File: src/hw/cix_pkg.sv
// Opcodes, flag layout and cycle counts for the instruction group executor
package cix_pkg;
  localparam logic [15:0] OP_BREAK = 16'h0001;
  localparam logic [15:0] OP_BREAKX = 16'h0005;
  localparam logic [7:0] OP_ANDI_HI = 8'h7E;
  localparam logic [7:0] OP_CMPI_HI = 8'h79;
  localparam logic [6:0] OP_CLR_HI = 7'h03;
  localparam logic [6:0] OP_CMPR_HI = 7'h02;
  localparam logic [6:0] OP_CSE_HI = 7'h21;
  localparam logic [3:0] OP_CLRB_HI = 4'h8;
  localparam logic [2:0] OP_CALL_HI = 3'h6;
  localparam int FLAG_CARRY = 0;
  localparam int FLAG_NIBBLE = 1;
  localparam int FLAG_ZERO = 2;
  localparam int PAGE_LO = 5;
  localparam logic [7:0] ACC_RESET = 8'h00;
  localparam logic [7:0] FLAGS_RESET = 8'h00;
  localparam logic [15:0] PC_RESET = 16'h0000;
  localparam logic [1:0] CYC_SKIP = 2'h2;
  localparam logic [1:0] CYC_BREAKX = 2'h2;
  localparam logic [1:0] CYC_CALL = 2'h3;

  typedef struct packed {
    logic [15:0] word;
    logic [15:0] nextPc;
    logic valid;
  } cix_fetch_type;

  typedef struct packed {
    logic we;
    logic [8:0] addr;
    logic [7:0] data;
  } cix_wr_type;

  typedef struct packed {
    logic push;
    logic pop;
    logic [15:0] data;
  } cix_stack_type;
endpackage

File: src/hw/cix_alu.sv
// Subtract/compare unit producing difference, carry, nibble borrow and zero
`timescale 1ns/1ns
module cix_alu
(
  input wire logic [7:0] minuend,
  input wire logic [7:0] subtrahend,
  output logic [7:0] diff,
  output logic noBorrow,
  output logic nibbleNoBorrow,
  output logic isZero
);
  logic [8:0] full;
  logic [4:0] low;
  always_comb
  begin
    full = {1'b0, minuend} - {1'b0, subtrahend};
    low = {1'b0, minuend[3:0]} - {1'b0, subtrahend[3:0]};
    diff = full[7:0];
    noBorrow = ~full[8];
    nibbleNoBorrow = ~low[4];
    isZero = (full[7:0] == 8'h00);
  end
endmodule

File: src/hw/cix_exec.sv
// Execute unit for the AND/break/call/clear/compare/skip instruction group
//
// Function
// [RULE1] AND immediate into accumulator; zero flag reflects result.
// [RULE2] Debug halt flushes pipeline, stops progress, flags untouched.
// [RULE3] Halt released only by reset or debug port command.
// [RULE4] Halt-with-skip halts too, extends pending skip, takes two cycles; code enters halt after one cycle like break, CYC_BREAKX unused.
// [RULE5] Software puts halt-with-skip only after a bit-test skip.
// [RULE6] Call pushes full 16-bit next address onto return stack.
// [RULE7] Call target: low 13 bits from opcode, top 3 from page bits.
// [RULE8] Return pops saved address into program counter.
// [RULE9] Call takes three cycles including pipeline refill.
// [RULE10] Clear writes zero to register and sets zero flag.
// [RULE11] Bit clear touches one selected bit, no flags change.
// [RULE12] Register compare updates flags only, operands unchanged.
// [RULE13] Immediate compare updates flags only, accumulator unchanged.
// [RULE14] Carry flag cleared when accumulator exceeds operand, else set.
// [RULE15] Nibble flag cleared on nibble borrow; zero flag when difference zero.
// [RULE16] Equal-skip compares, changes nothing, skips next when equal.
// [RULE17] Skip instructions take one cycle, or two when skipping.
`timescale 1ns/1ns
module cix_exec
  import cix_pkg::*;
(
  input wire logic clock,
  input wire logic nrst,
  input wire logic ce,
  input wire cix_pkg::cix_fetch_type fetch,
  input wire logic [7:0] fileRdData,
  input wire logic retReq,
  input wire logic [15:0] stackTop,
  input wire logic debugResume,
  input wire logic loadWe,
  input wire logic [7:0] loadAcc,
  input wire logic [2:0] loadPage,
  output cix_pkg::cix_wr_type fileWr,
  output cix_pkg::cix_stack_type stackOp,
  output logic [7:0] acc,
  output logic [7:0] flags,
  output logic [15:0] pc,
  output logic halted,
  output logic busy,
  output logic flush
);
  import cix_pkg::*;

  typedef enum logic [1:0] {
    ST_RUN = 2'b00,
    ST_WAIT = 2'b01,
    ST_SKIP = 2'b10,
    ST_HALT = 2'b11
  } cix_state_type;

  logic resumeMeta_r;
  logic resumeSync_r;
  cix_state_type state_r, state_nxt;
  logic [1:0] wait_r, wait_nxt;
  logic [7:0] acc_r, acc_nxt;
  logic [7:0] flags_r, flags_nxt;
  logic [15:0] pc_r, pc_nxt;
  cix_wr_type wr_r, wr_nxt;
  cix_stack_type stk_r, stk_nxt;
  logic flush_r, flush_nxt;
  logic halted_r, halted_nxt, busy_r, busy_nxt;
  logic [7:0] cmpA;
  logic [7:0] cmpDiff;
  logic cmpC;
  logic cmpDc;
  logic cmpZ;
  logic [15:0] w;
  logic isCmpI;
  logic isCmpR;
  logic isCse;

  assign w = fetch.word;
  assign isCmpI = (w[15:8] == OP_CMPI_HI);
  assign isCmpR = (w[15:9] == OP_CMPR_HI);
  assign isCse = (w[15:9] == OP_CSE_HI);
  assign cmpA = isCmpI ? w[7:0] : fileRdData;

  cix_alu u_alu
  (
    .minuend(cmpA),
    .subtrahend(acc_r),
    .diff(cmpDiff),
    .noBorrow(cmpC),
    .nibbleNoBorrow(cmpDc),
    .isZero(cmpZ)
  );

  ////////////////////////////////////////////////////////////////////////
  // Decode and execute
  always_comb
  begin
    state_nxt = state_r;
    wait_nxt = wait_r;
    acc_nxt = acc_r;
    flags_nxt = flags_r;
    pc_nxt = pc_r;
    wr_nxt = '0;
    stk_nxt = '0;
    flush_nxt = 1'b0;
    unique case (state_r)
      ST_HALT:
      begin
        if (resumeSync_r) // RULE3
        begin
          state_nxt = ST_RUN;
          flush_nxt = 1'b1;
        end
      end
      ST_WAIT:
      begin
        if (wait_r <= 2'd1)
        begin
          state_nxt = ST_RUN;
        end
        wait_nxt = wait_r - 2'd1;
      end
      ST_SKIP:
      begin
        state_nxt = ST_RUN; // RULE17
        pc_nxt = pc_r + 16'd1;
      end
      ST_RUN:
      begin
        if (retReq)
        begin
          pc_nxt = stackTop; // RULE8
          stk_nxt.pop = 1'b1;
          flush_nxt = 1'b1;
        end
        else if (fetch.valid)
        begin
          pc_nxt = fetch.nextPc;
          if (w[15:8] == OP_ANDI_HI)
          begin
            acc_nxt = acc_r & w[7:0]; // RULE1
            flags_nxt[FLAG_ZERO] = ((acc_r & w[7:0]) == 8'h00); // RULE1
          end
          else if (w == OP_BREAK)
          begin
            state_nxt = ST_HALT; // RULE2
            flush_nxt = 1'b1;
            pc_nxt = pc_r;
          end
          else if (w == OP_BREAKX)
          begin
            state_nxt = ST_HALT; // RULE4
            flush_nxt = 1'b1;
            pc_nxt = fetch.nextPc + 16'd1; // RULE4
          end
          else if (w[15:13] == OP_CALL_HI)
          begin
            stk_nxt.push = 1'b1; // RULE6
            stk_nxt.data = fetch.nextPc; // RULE6
            pc_nxt = {flags_r[PAGE_LO +: 3], w[12:0]}; // RULE7
            flush_nxt = 1'b1;
            state_nxt = ST_WAIT; // RULE9
            wait_nxt = CYC_CALL - 2'd1;
          end
          else if (w[15:9] == OP_CLR_HI)
          begin
            wr_nxt = '{we: 1'b1, addr: w[8:0], data: 8'h00}; // RULE10
            flags_nxt[FLAG_ZERO] = 1'b1; // RULE10
          end
          else if (w[15:12] == OP_CLRB_HI)
          begin
            wr_nxt = '{we: 1'b1, addr: w[8:0], data: fileRdData & ~(8'h01 << w[11:9])}; // RULE11
          end
          else if (isCmpR || isCmpI)
          begin
            flags_nxt[FLAG_CARRY] = cmpC; // RULE12 RULE13 RULE14
            flags_nxt[FLAG_NIBBLE] = cmpDc; // RULE15
            flags_nxt[FLAG_ZERO] = cmpZ; // RULE15
          end
          else if (isCse && cmpZ)
          begin
            state_nxt = ST_SKIP; // RULE16 RULE17
            flush_nxt = 1'b1;
          end
        end
        else if (loadWe)
        begin
          acc_nxt = loadAcc;
          flags_nxt[PAGE_LO +: 3] = loadPage;
        end
      end
    endcase
    halted_nxt = (state_nxt == ST_HALT);
    busy_nxt = (state_nxt != ST_RUN);
  end

  always_ff @(posedge clock or negedge nrst)
  begin
    if (!nrst)
    begin
      state_r <= ST_RUN;
      wait_r <= 2'd0;
      acc_r <= ACC_RESET;
      flags_r <= FLAGS_RESET;
      pc_r <= PC_RESET;
      wr_r <= '0;
      stk_r <= '0;
      flush_r <= 1'b0;
      resumeMeta_r <= 1'b0;
      resumeSync_r <= 1'b0;
      halted_r <= 1'b0;
      busy_r <= 1'b0;
    end
    else if (ce)
    begin
      state_r <= state_nxt;
      wait_r <= wait_nxt;
      acc_r <= acc_nxt;
      flags_r <= flags_nxt;
      pc_r <= pc_nxt;
      wr_r <= wr_nxt;
      stk_r <= stk_nxt;
      flush_r <= flush_nxt;
      resumeMeta_r <= debugResume;
      resumeSync_r <= resumeMeta_r;
      halted_r <= halted_nxt;
      busy_r <= busy_nxt;
    end
  end

  assign fileWr = wr_r;
  assign stackOp = stk_r;
  assign acc = acc_r;
  assign flags = flags_r;
  assign pc = pc_r;
  assign halted = halted_r;
  assign busy = busy_r;
  assign flush = flush_r;

  ////////////////////////////////////////////////////////////////////////
  // Checks
  property p_halt_hold;
    @(posedge clock) disable iff (!nrst)
    (state_r == ST_HALT && ce && !resumeSync_r) |=> state_r == ST_HALT && $stable(flags_r);
  endproperty
  a_halt_hold: assert property (p_halt_hold) else $error("halt left"); // RULE2 RULE3
  property p_call;
    @(posedge clock) disable iff (!nrst)
    (ce && state_r == ST_RUN && !retReq && fetch.valid && w[15:13] == OP_CALL_HI)
      |=> stk_r.push && stk_r.data == $past(fetch.nextPc) && pc_r[12:0] == $past(w[12:0]);
  endproperty
  a_call: assert property (p_call) else $error("call wrong"); // RULE6 RULE7
  property p_call_len;
    @(posedge clock) disable iff (!nrst)
    (ce && state_r == ST_RUN && !retReq && fetch.valid && w[15:13] == OP_CALL_HI)
      |=> state_r == ST_WAIT && wait_r == CYC_CALL - 2'd1;
  endproperty
  a_call_len: assert property (p_call_len) else $error("call wait not loaded"); // RULE9
  property p_call_end;
    @(posedge clock) disable iff (!nrst)
    (ce && state_r == ST_WAIT && wait_r == 2'd1) |=> state_r == ST_RUN;
  endproperty
  a_call_end: assert property (p_call_end) else $error("call wait not ended"); // RULE9
  property p_and;
    @(posedge clock) disable iff (!nrst)
    (ce && state_r == ST_RUN && !retReq && fetch.valid && w[15:8] == OP_ANDI_HI)
      |=> acc_r == ($past(acc_r) & $past(w[7:0])) && flags_r[FLAG_ZERO] == (acc_r == 8'h00);
  endproperty
  a_and: assert property (p_and) else $error("and wrong"); // RULE1
  property p_clr;
    @(posedge clock) disable iff (!nrst)
    (ce && state_r == ST_RUN && !retReq && fetch.valid && w[15:9] == OP_CLR_HI)
      |=> wr_r.we && wr_r.data == 8'h00 && flags_r[FLAG_ZERO];
  endproperty
  a_clr: assert property (p_clr) else $error("clr wrong"); // RULE10
  property p_cmp;
    @(posedge clock) disable iff (!nrst)
    (ce && state_r == ST_RUN && !retReq && fetch.valid && (isCmpR || isCmpI))
      |=> $stable(acc_r) && !wr_r.we && flags_r[FLAG_CARRY] == ($past(cmpA) >= $past(acc_r));
  endproperty
  a_cmp: assert property (p_cmp) else $error("cmp wrong"); // RULE12 RULE13 RULE14
  property p_cse;
    @(posedge clock) disable iff (!nrst)
    (ce && state_r == ST_RUN && !retReq && fetch.valid && isCse)
      |=> $stable(flags_r) && $stable(acc_r) && ((state_r == ST_SKIP) == $past(cmpZ));
  endproperty
  a_cse: assert property (p_cse) else $error("cse wrong"); // RULE16 RULE17
  property p_clrb;
    @(posedge clock) disable iff (!nrst)
    (ce && state_r == ST_RUN && !retReq && fetch.valid && w[15:12] == OP_CLRB_HI)
      |=> $stable(flags_r) && wr_r.data[$past(w[11:9])] == 1'b0;
  endproperty
  a_clrb: assert property (p_clrb) else $error("clrb wrong"); // RULE11
  property p_ret;
    @(posedge clock) disable iff (!nrst)
    (ce && state_r == ST_RUN && retReq) |=> pc_r == $past(stackTop) && stk_r.pop;
  endproperty
  a_ret: assert property (p_ret) else $error("ret wrong"); // RULE8
endmodule

File: config.mk
export PLATFORM = sky130hd
export DESIGN_NAME = cix_exec
export DESIGN_NICKNAME = d
export VERILOG_FILES = /design/src/hw/cix_pkg.sv /design/src/hw/cix_alu.sv /design/src/hw/cix_exec.sv
export SDC_FILE = /design/constraint.sdc
export NUM_CORES = 1
export LEC_CHECK = 0
export BUFFER_PORTS_ARGS = -buffer_cell sky130_fd_sc_hd__buf_2
export CAP_MARGIN = 20
export CORE_MARGIN = 2
export CORE_UTILIZATION = 50
export CTS_CLUSTER_DIAMETER = 120
export DETAILED_ROUTE_END_ITERATION = 16
export GPL_ROUTABILITY_DRIVEN = 0
export PLACE_DENSITY = 0.88
export SLEW_MARGIN = 20
export SYNTH_ARGS = -nofsm -noshare
export SYNTH_HDL_FRONTEND = slang
export SYNTH_SLANG_ARGS = --single-unit
export TNS_END_PERCENT = 50
File: constraint.sdc
create_clock -name clock -period 3.2 [get_ports clock]
set_input_delay 0 -clock clock [delete_from_list [all_inputs] [get_ports clock]]
set_output_delay 0 -clock clock [all_outputs]
set_load 0.02 [all_outputs]
-- Word-level counts from Yosys, hierarchy flattened
Cells that the tools add are included.
- register bits: 75
- input port bits: 74
- output and inout bits: 71
- logic and storage cells: 154
- add/subtract/negate cells: 5
- magnitude comparators: 1
- eq/ne operators: 26
- shifts and indexed selects: 1
- mux-type cells: 74
- bitwise logic cells: 13
- reduce and logical (&&, ||, !) cells: 16
- operators by type and width (cell ; count):
    two-way mux 16 bit ; 12
    two-way mux 18 bit ; 10
    two-way mux 2 bit ; 19
    adder 16 x 1 -> 16 bit, second input constant ; 2
    two-way mux 8 bit ; 4
    case mux 16 bit (2 select lines) ; 1
    two-way mux 1 bit ; 20
    inequality test 2 bit, second input constant ; 9
    AND 8 bit ; 2
    == test 16 x 1 -> 1 bit, second input constant ; 1
    == test 16 x 3 -> 1 bit, second input constant ; 1
    == test 8 x 7 -> 1 bit, second input constant ; 2
    zero test 8 bit ; 2
    two-way mux 3 bit ; 5
    == test 7 x 2 -> 1 bit, second input constant ; 2
    AND reduction 11 bit ; 1
    inverter 1 bit ; 10
    AND reduction 5 bit ; 2
    AND reduction 9 bit ; 1
    subtractor 8 x 8 -> 9 bit ; 1
    inverter 8 bit ; 1
    case mux 2 bit (4 select lines) ; 1
    AND reduction 8 bit ; 1
    nonzero test 2 bit ; 4
    19 further kinds ; 22

-- Longest topological paths before layout
- depth after elaboration: 17
- gate-level depth with buffers: 14

-- Cells and area by module
From an unflattened synthesis, not the netlist that was laid out.
- cell total of the unflattened synthesis: 558
- area, all modules: 4968.5 µm²
- by module, submodules not included (module ; instances ; cells an instance ; area an instance (µm²)):
    cix_exec ; 1 ; 506 ; 4583.1
    cix_alu ; 1 ; 52 ; 385.4

-- Least setup slack after synthesis
No wires, ideal clock.
- path type: input to register
- start: input fetch[32] (netlist bit)
- end: register halted_r (netlist: halted)
- data arrival time: 3.242 ns
- setup slack: -0.136 ns
- cell stages on the path: 14
- buffers on the path: 2
- cells stage by stage: buf_4 > nand4b_1 > or4_1 > clkbuf_1 > mux2i_1 > ha_1 > inv_1 > fa_1 > a211oi_1 > o21a_1 > a211oi_1 > o41ai_1 > o21bai_1 > a211oi_1
- longest elaborated chain between the ends: 17
- elaborated cells between the ends (all ways): 26
- ends and longest elaborated chain (item ; line ; source):
    start: declaration ; cix_exec.sv:28 ; input wire cix_pkg::cix_fetch_type fetch,
    == test 8 x 7 -> 1 bit ; cix_exec.sv:76 ; assign isCmpI = (w[15:8] == OP_CMPI_HI);
    two-way mux 8 bit ; cix_exec.sv:79 ; assign cmpA = isCmpI ? w[7:0] : fileRdData;
    subtractor 8 x 8 -> 9 bit ; cix_alu.sv:16 ; full = {1'b0, minuend} - {1'b0, subtrahend};
    zero test 8 bit ; cix_alu.sv:21 ; isZero = (full[7:0] == 8'h00);
    logical AND 1 bit ; cix_exec.sv:177 ; else if (isCse && cmpZ)
    two-way mux 2 bit ; cix_exec.sv:177 ;
    two-way mux 2 bit ; cix_exec.sv:171 ; else if (isCmpR || isCmpI)
    two-way mux 2 bit ; cix_exec.sv:167 ; else if (w[15:12] == OP_CLRB_HI)
    two-way mux 2 bit ; cix_exec.sv:162 ; else if (w[15:9] == OP_CLR_HI)
    two-way mux 2 bit ; cix_exec.sv:153 ; else if (w[15:13] == OP_CALL_HI)
    two-way mux 2 bit ; cix_exec.sv:147 ; else if (w == OP_BREAKX)
    two-way mux 2 bit ; cix_exec.sv:141 ; else if (w == OP_BREAK)
    two-way mux 2 bit * ; cix_exec.sv:136 ; if (w[15:8] == OP_ANDI_HI)
    two-way mux 2 bit * ; cix_exec.sv:133 ; else if (fetch.valid)
    two-way mux 2 bit * ; cix_exec.sv:127 ; if (retReq)
    case mux 2 bit (4 select lines) * ; cix_exec.sv:103 ; unique case (state_r)
    == test 2 bit * ; cix_exec.sv:190 ; halted_nxt = (state_nxt == ST_HALT);
    end signal: assignment ; cix_exec.sv:223 ; halted_r <= halted_nxt;
    end: declaration ; cix_exec.sv:64 ; logic halted_r, halted_nxt, busy_r, busy_nxt;
Mark *: on every way between the ends. The rest lies on a longest branch, timed or not.
A chain may end at the register's enable or synchronous reset.

-- Worst setup path in the final report
Ends and elaborated chain as after synthesis.

==> impl_results.html <==
<table>
<tr><th>Metric</th><th>Value</th></tr>
<tr><th colspan="2">Synthesis</th></tr>
<tr><td>Count of flip-flops with a built-in enable after synthesis</td><td>0</td></tr>
<tr><td>Yosys top cell area share</td><td>37.8%</td></tr>
<tr><td>Total standard cell area after synthesis</td><td>4970 um2</td></tr>
<tr><td>Leading post-synthesis cells by cell area</td><td>sky130_fd_sc_hd__dfrtp_1 38%, sky130_fd_sc_hd__nand2_1 4.6%, sky130_fd_sc_hd__a22o_1 4.6%</td></tr>
<tr><td>Synth Flop Type</td><td>sky130_fd_sc_hd__dfrtp_1</td></tr>
<tr><td>Commonest cells in the synthesized netlist</td><td>75 x sky130_fd_sc_hd__dfrtp_1, 61 x sky130_fd_sc_hd__nand2_1, 43 x sky130_fd_sc_hd__nor2_1</td></tr>
<tr><td>Sequential cell area fraction in the yosys report</td><td>37.8%</td></tr>
<tr><td>Mapped Cells</td><td>570</td></tr>
<tr><td>Register bit count reported by yosys</td><td>75</td></tr>
<tr><td>Fraction of registers with async set or reset after synthesis</td><td>100%</td></tr>
<tr><td>Largest area contributor in the synthesized netlist</td><td>sky130_fd_sc_hd__dfrtp_1</td></tr>
<tr><td>Synth warn</td><td>0</td></tr>
<tr><td>Syn Area/Cell</td><td>8.72 um2</td></tr>
<tr><td>Dominant cell by count in the synthesized netlist</td><td>sky130_fd_sc_hd__dfrtp_1</td></tr>
<tr><td>Number of distinct standard cells referenced by the synthesized netlist</td><td>71</td></tr>
<tr><th colspan="2">Setup path</th></tr>
<tr><td>Count of cells along the worst register-to-register path</td><td>9</td></tr>
<tr><td>Critical Path Start Type</td><td>input port</td></tr>
<tr><td>Critical-path maximum fanout</td><td>9</td></tr>
<tr><td>Critical Path End Type</td><td>flop</td></tr>
<tr><td>Source of the worst register-to-register timing path</td><td>acc[0]</td></tr>
<tr><td>Crit-path cells</td><td>buf_2 &gt; nand4b_1 &gt; or4_1 &gt; buf_4 &gt; mux2_2 &gt; ha_1 &gt; inv_1 &gt; a21boi_0 &gt; mux2i_1 &gt; o41ai_2 &gt; o21bai_1 &gt; a211oi_1</td></tr>
<tr><td>WS Path Type</td><td>in2reg</td></tr>
<tr><td>Kind of cell with the highest combined delay on the critical path</td><td>compound AO/OA/AOI/OAI gates</td></tr>
<tr><td>Cell with the largest stage delay on the worst path</td><td>sky130_fd_sc_hd__or4_1</td></tr>
<tr><td>Register-to-register setup slack</td><td>0.47 ns</td></tr>
<tr><td>Crit path largest cell delay</td><td>0.58 ns</td></tr>
<tr><td>Arrival @ worst endpoint</td><td>3.29 ns</td></tr>
<tr><td>Number of buffer and inverter instances along the worst setup path</td><td>3</td></tr>
<tr><td>Required time reported for the critical path endpoint</td><td>3.46 ns</td></tr>
<tr><td>RR Endpoint</td><td>halted</td></tr>
<tr><th colspan="2">Timing</th></tr>
<tr><td>Fin. max-slew vios</td><td>0</td></tr>
<tr><td>Peak Freq</td><td>330 MHz</td></tr>
<tr><td>Final Hold Violating Endpoints</td><td>0</td></tr>
<tr><td>Worst setup slack after layout</td><td>0.174 ns</td></tr>
<tr><td>Max-slew headroom</td><td>36.1%</td></tr>
<tr><td>Fin crit period</td><td>3.03 ns</td></tr>
<tr><td>Crit share post-route</td><td>94.6%</td></tr>
<tr><td>Worst slew pin tran</td><td>0.959 ns</td></tr>
<tr><td>RSZ-0062 raised after global routing</td><td>false</td></tr>
<tr><td>Sum of negative setup slack</td><td>0 ns</td></tr>
<tr><td>Hold Worst Slack</td><td>0.0113 ns</td></tr>
<tr><td>Maximum clock skew at final layout</td><td>0.0127 ns</td></tr>
<tr><td>Final Setup Violations</td><td>0</td></tr>
<tr><th colspan="2">Place</th></tr>
<tr><td>Post-placement worst setup slack</td><td>-0.0730 ns</td></tr>
<tr><td>DPL Wire Length</td><td>12100 um</td></tr>
<tr><td>Instance area after placement</td><td>5880 um2</td></tr>
<tr><td>PortBufs</td><td>142</td></tr>
<tr><td>Cell count after placement</td><td>830</td></tr>
<tr><th colspan="2">Route</th></tr>
<tr><td>Final wirelength</td><td>17600 um</td></tr>
<tr><td>Pre-antenna DRT Iters</td><td>5</td></tr>
<tr><td>DR vias/cell</td><td>6.46</td></tr>
<tr><td>1st-iter DRT viols</td><td>602</td></tr>
<tr><td># DRC</td><td>0</td></tr>
<tr><td>Number of routed nets with antenna violations</td><td>0</td></tr>
<tr><td>Via Count</td><td>5710</td></tr>
<tr><td>Post-DR wirelength/cell</td><td>19.9 um</td></tr>
<tr><th colspan="2">Die</th></tr>
<tr><td>CORE AREA</td><td>9730 um2</td></tr>
<tr><td>Full die area</td><td>10800 um2</td></tr>
<tr><td>Std cell rows</td><td>36</td></tr>
<tr><td>Number of top-level pins</td><td>145</td></tr>
<tr><td>Starting Density</td><td>51.1%</td></tr>
<tr><td>Overall die height</td><td>104 um</td></tr>
<tr><td>Horiz. Die Dim</td><td>104 um</td></tr>
<tr><th colspan="2">Clocking</th></tr>
<tr><td>H-tree lvl count</td><td>3</td></tr>
<tr><td>Clk slew on worst S/H paths</td><td>0.08 ns</td></tr>
<tr><td>Number of clock sinks seen by CTS</td><td>75</td></tr>
<tr><td>Setup Buffers After CTS</td><td>0</td></tr>
<tr><td>Insertion delay to the later sink of the worst-skew pair</td><td>0.37 ns</td></tr>
<tr><td>CTS tree</td><td>built</td></tr>
<tr><td>Clock Root Buffer</td><td>sky130_fd_sc_hd__clkbuf_8</td></tr>
<tr><td>Largest buffer count on any clock path</td><td>2</td></tr>
<tr><td>Inserted Clock Buffers</td><td>9</td></tr>
<tr><th colspan="2">Power</th></tr>
<tr><td>Portion of total power attributed to combinational logic</td><td>42.5%</td></tr>
<tr><td>Leakage power of the design</td><td>3.01 nW</td></tr>
<tr><td>Max IR drop VDD</td><td>342 uV</td></tr>
<tr><td>Overall power of the completed layout</td><td>3.67 mW</td></tr>
<tr><td>Fraction of power spent switching nets</td><td>42.4%</td></tr>
<tr><td>Portion of total power attributed to the clock network</td><td>20.4%</td></tr>
<tr><td>Net Switching</td><td>1.55 mW</td></tr>
<tr><td>Flop pwr share</td><td>37.1%</td></tr>
<tr><td>Internal power consumption</td><td>2.11 mW</td></tr>
<tr><td>Power density over cell area</td><td>567 nW/um2</td></tr>
<tr><th colspan="2">Final layout</th></tr>
<tr><td>Final #Nets</td><td>839</td></tr>
<tr><td>Ant diodes</td><td>0</td></tr>
<tr><td>Fraction of layout cells with a size suffix above 1</td><td>26.9%</td></tr>
<tr><td>Final standard cell utilization of the core</td><td>66.4%</td></tr>
<tr><td>Cell area after layout</td><td>6460 um2</td></tr>
<tr><td>Layout Cells excl Fill</td><td>884</td></tr>
<tr><td>Area grow syn2layout</td><td>30.1%</td></tr>
<tr><th colspan="2">Global routing</th></tr>
<tr><td>Initial antenna violation count</td><td>0</td></tr>
<tr><td>Pin count of the biggest net entering global routing</td><td>76</td></tr>
<tr><td>Overall track demand over capacity in global routing</td><td>32.9%</td></tr>
<tr><td>Final global-route overflow total</td><td>0</td></tr>
<tr><td>First-pass GRT wire length</td><td>28400 um</td></tr>
<tr><td>Vias in the first global route</td><td>5632</td></tr>
<tr><th colspan="2">Run status</th></tr>
<tr><td>Outcome</td><td>complete, no violations</td></tr>
<tr><th colspan="2">Worst hold path</th></tr>
<tr><td>Worst min path class</td><td>in2reg</td></tr>
<tr><td>Cell depth of the worst min-delay path</td><td>2</td></tr>
<tr><td>Start point of the worst hold path</td><td>fetch[18]</td></tr>
<tr><td>Sink of the worst hold path</td><td>fileWr[9]</td></tr>
<tr><th colspan="2">Run</th></tr>
<tr><td>Maximum Capacitance Violations</td><td>0</td></tr>
</table>
-- flip-flops by register name, summed over array words and instances, names as in the netlist --
signal and count:
acc 8, busy 1, fileWr 18, flags 6
flush 1, halted 1, pc 16, resumeMeta_r 1
resumeSync_r 1, stackOp 18, state_r 2, wait_r 2
-- power by group through the flow --
stage / registers, mW / logic, mW / clock network, mW
6_report: 1.36 / 1.56 / 0.747
5_1_grt: 1.39 / 1.69 / 0.793
4_1_cts: 1.35 / 1.52 / 0.742
3_5_place_dp: 1.37 / 1.47 / 0
3_3_place_gp: 1.35 / 1.43 / 0
2_1_floorplan: 1.52 / 0.802 / 0
-- per-layer routing --
layer	GRT usage (%)	part of all wire (%)	vias up
li1	-	-	2487
met1	40.1	38	2706
met2	51.8	46	396
met3	8.06	9.5	121
met4	21.6	7.2	0
met5	0	0	-
-- final cells by class --
type | instances | area [um2]
Tap cell | 133 | 166
Multi-Input combinational cell | 437 | 2890
Clock inverter | 4 | 51.3
Inverter | 24 | 90.1
Clock buffer | 10 | 138
Timing Repair Buffer | 201 | 1260
Fill cell | 771 | 3260
Sequential cell | 75 | 1880
-- cells by family (layout without fill, tap and decap cells) --
group | Yosys count | count (layout) | synth area share, %
flops | 75 | 75 | 37.8
buf+inv | 59 | 239 | 4.71
fa+ha+maj | 17 | 17 | 4.43
other cells | 1 | 2 | 0.0755
simple gates | 204 | 204 | 21.4
xor+xnor | 7 | 7 | 1.23
compound gates | 187 | 187 | 26.1
mux | 20 | 20 | 4.36
-- how the worst max path moves through the flow --
stage / start / to / slack (ns) / depth (start not counted)
finish: fetch[32] / halted / 0.17 / 12
global route: fetch[29] / halted / 0.02 / 12
CTS: fetch[32] / halted / 0.26 / 12
detailed placement: fetch[32] / halted / -0.07 / 12
global placement: fetch[32] / halted / 0.16 / 13
floorplan: fetch[32] / halted / 0.03 / 14
-- what timing repair did --
action | 4_1_cts | 5_1_grt
hold buffers | 40 | 0
endpoints found under the setup margin | 0 | 1
hold endpoints to repair | 116 | 0
gates resized for setup | 0 | 1
-- cells in the final DEF, fill, tap and decap left out, drive strengths merged, types with 13 or more instances in the layout --
master       netlist  final
a31oi             21     21
buf                4    161
nand2             61     61
dlygate4sd3        0     40
a22o              26     26
nor2              43     43
a21oi             27     27
nor3              14     14
inv               24     25
mux2              13     13
dfrtp             75     75
ha                16     16
nand3             15     15
o21ai             39     39
-- worst reg2reg max path, cell delays in order, from the launching register on --
cell	delay [ns]
sky130_fd_sc_hd__dfrtp_1	0.44
sky130_fd_sc_hd__ha_1	0.24
sky130_fd_sc_hd__inv_1	0.08
sky130_fd_sc_hd__fa_1	0.41
sky130_fd_sc_hd__nand2b_1	0.15
sky130_fd_sc_hd__nor4_1	0.28
sky130_fd_sc_hd__o2111ai_1	0.21
sky130_fd_sc_hd__o41ai_2	0.40
sky130_fd_sc_hd__o21bai_1	0.16
sky130_fd_sc_hd__a211oi_1	0.27
(Power assumes the default switching activity.)
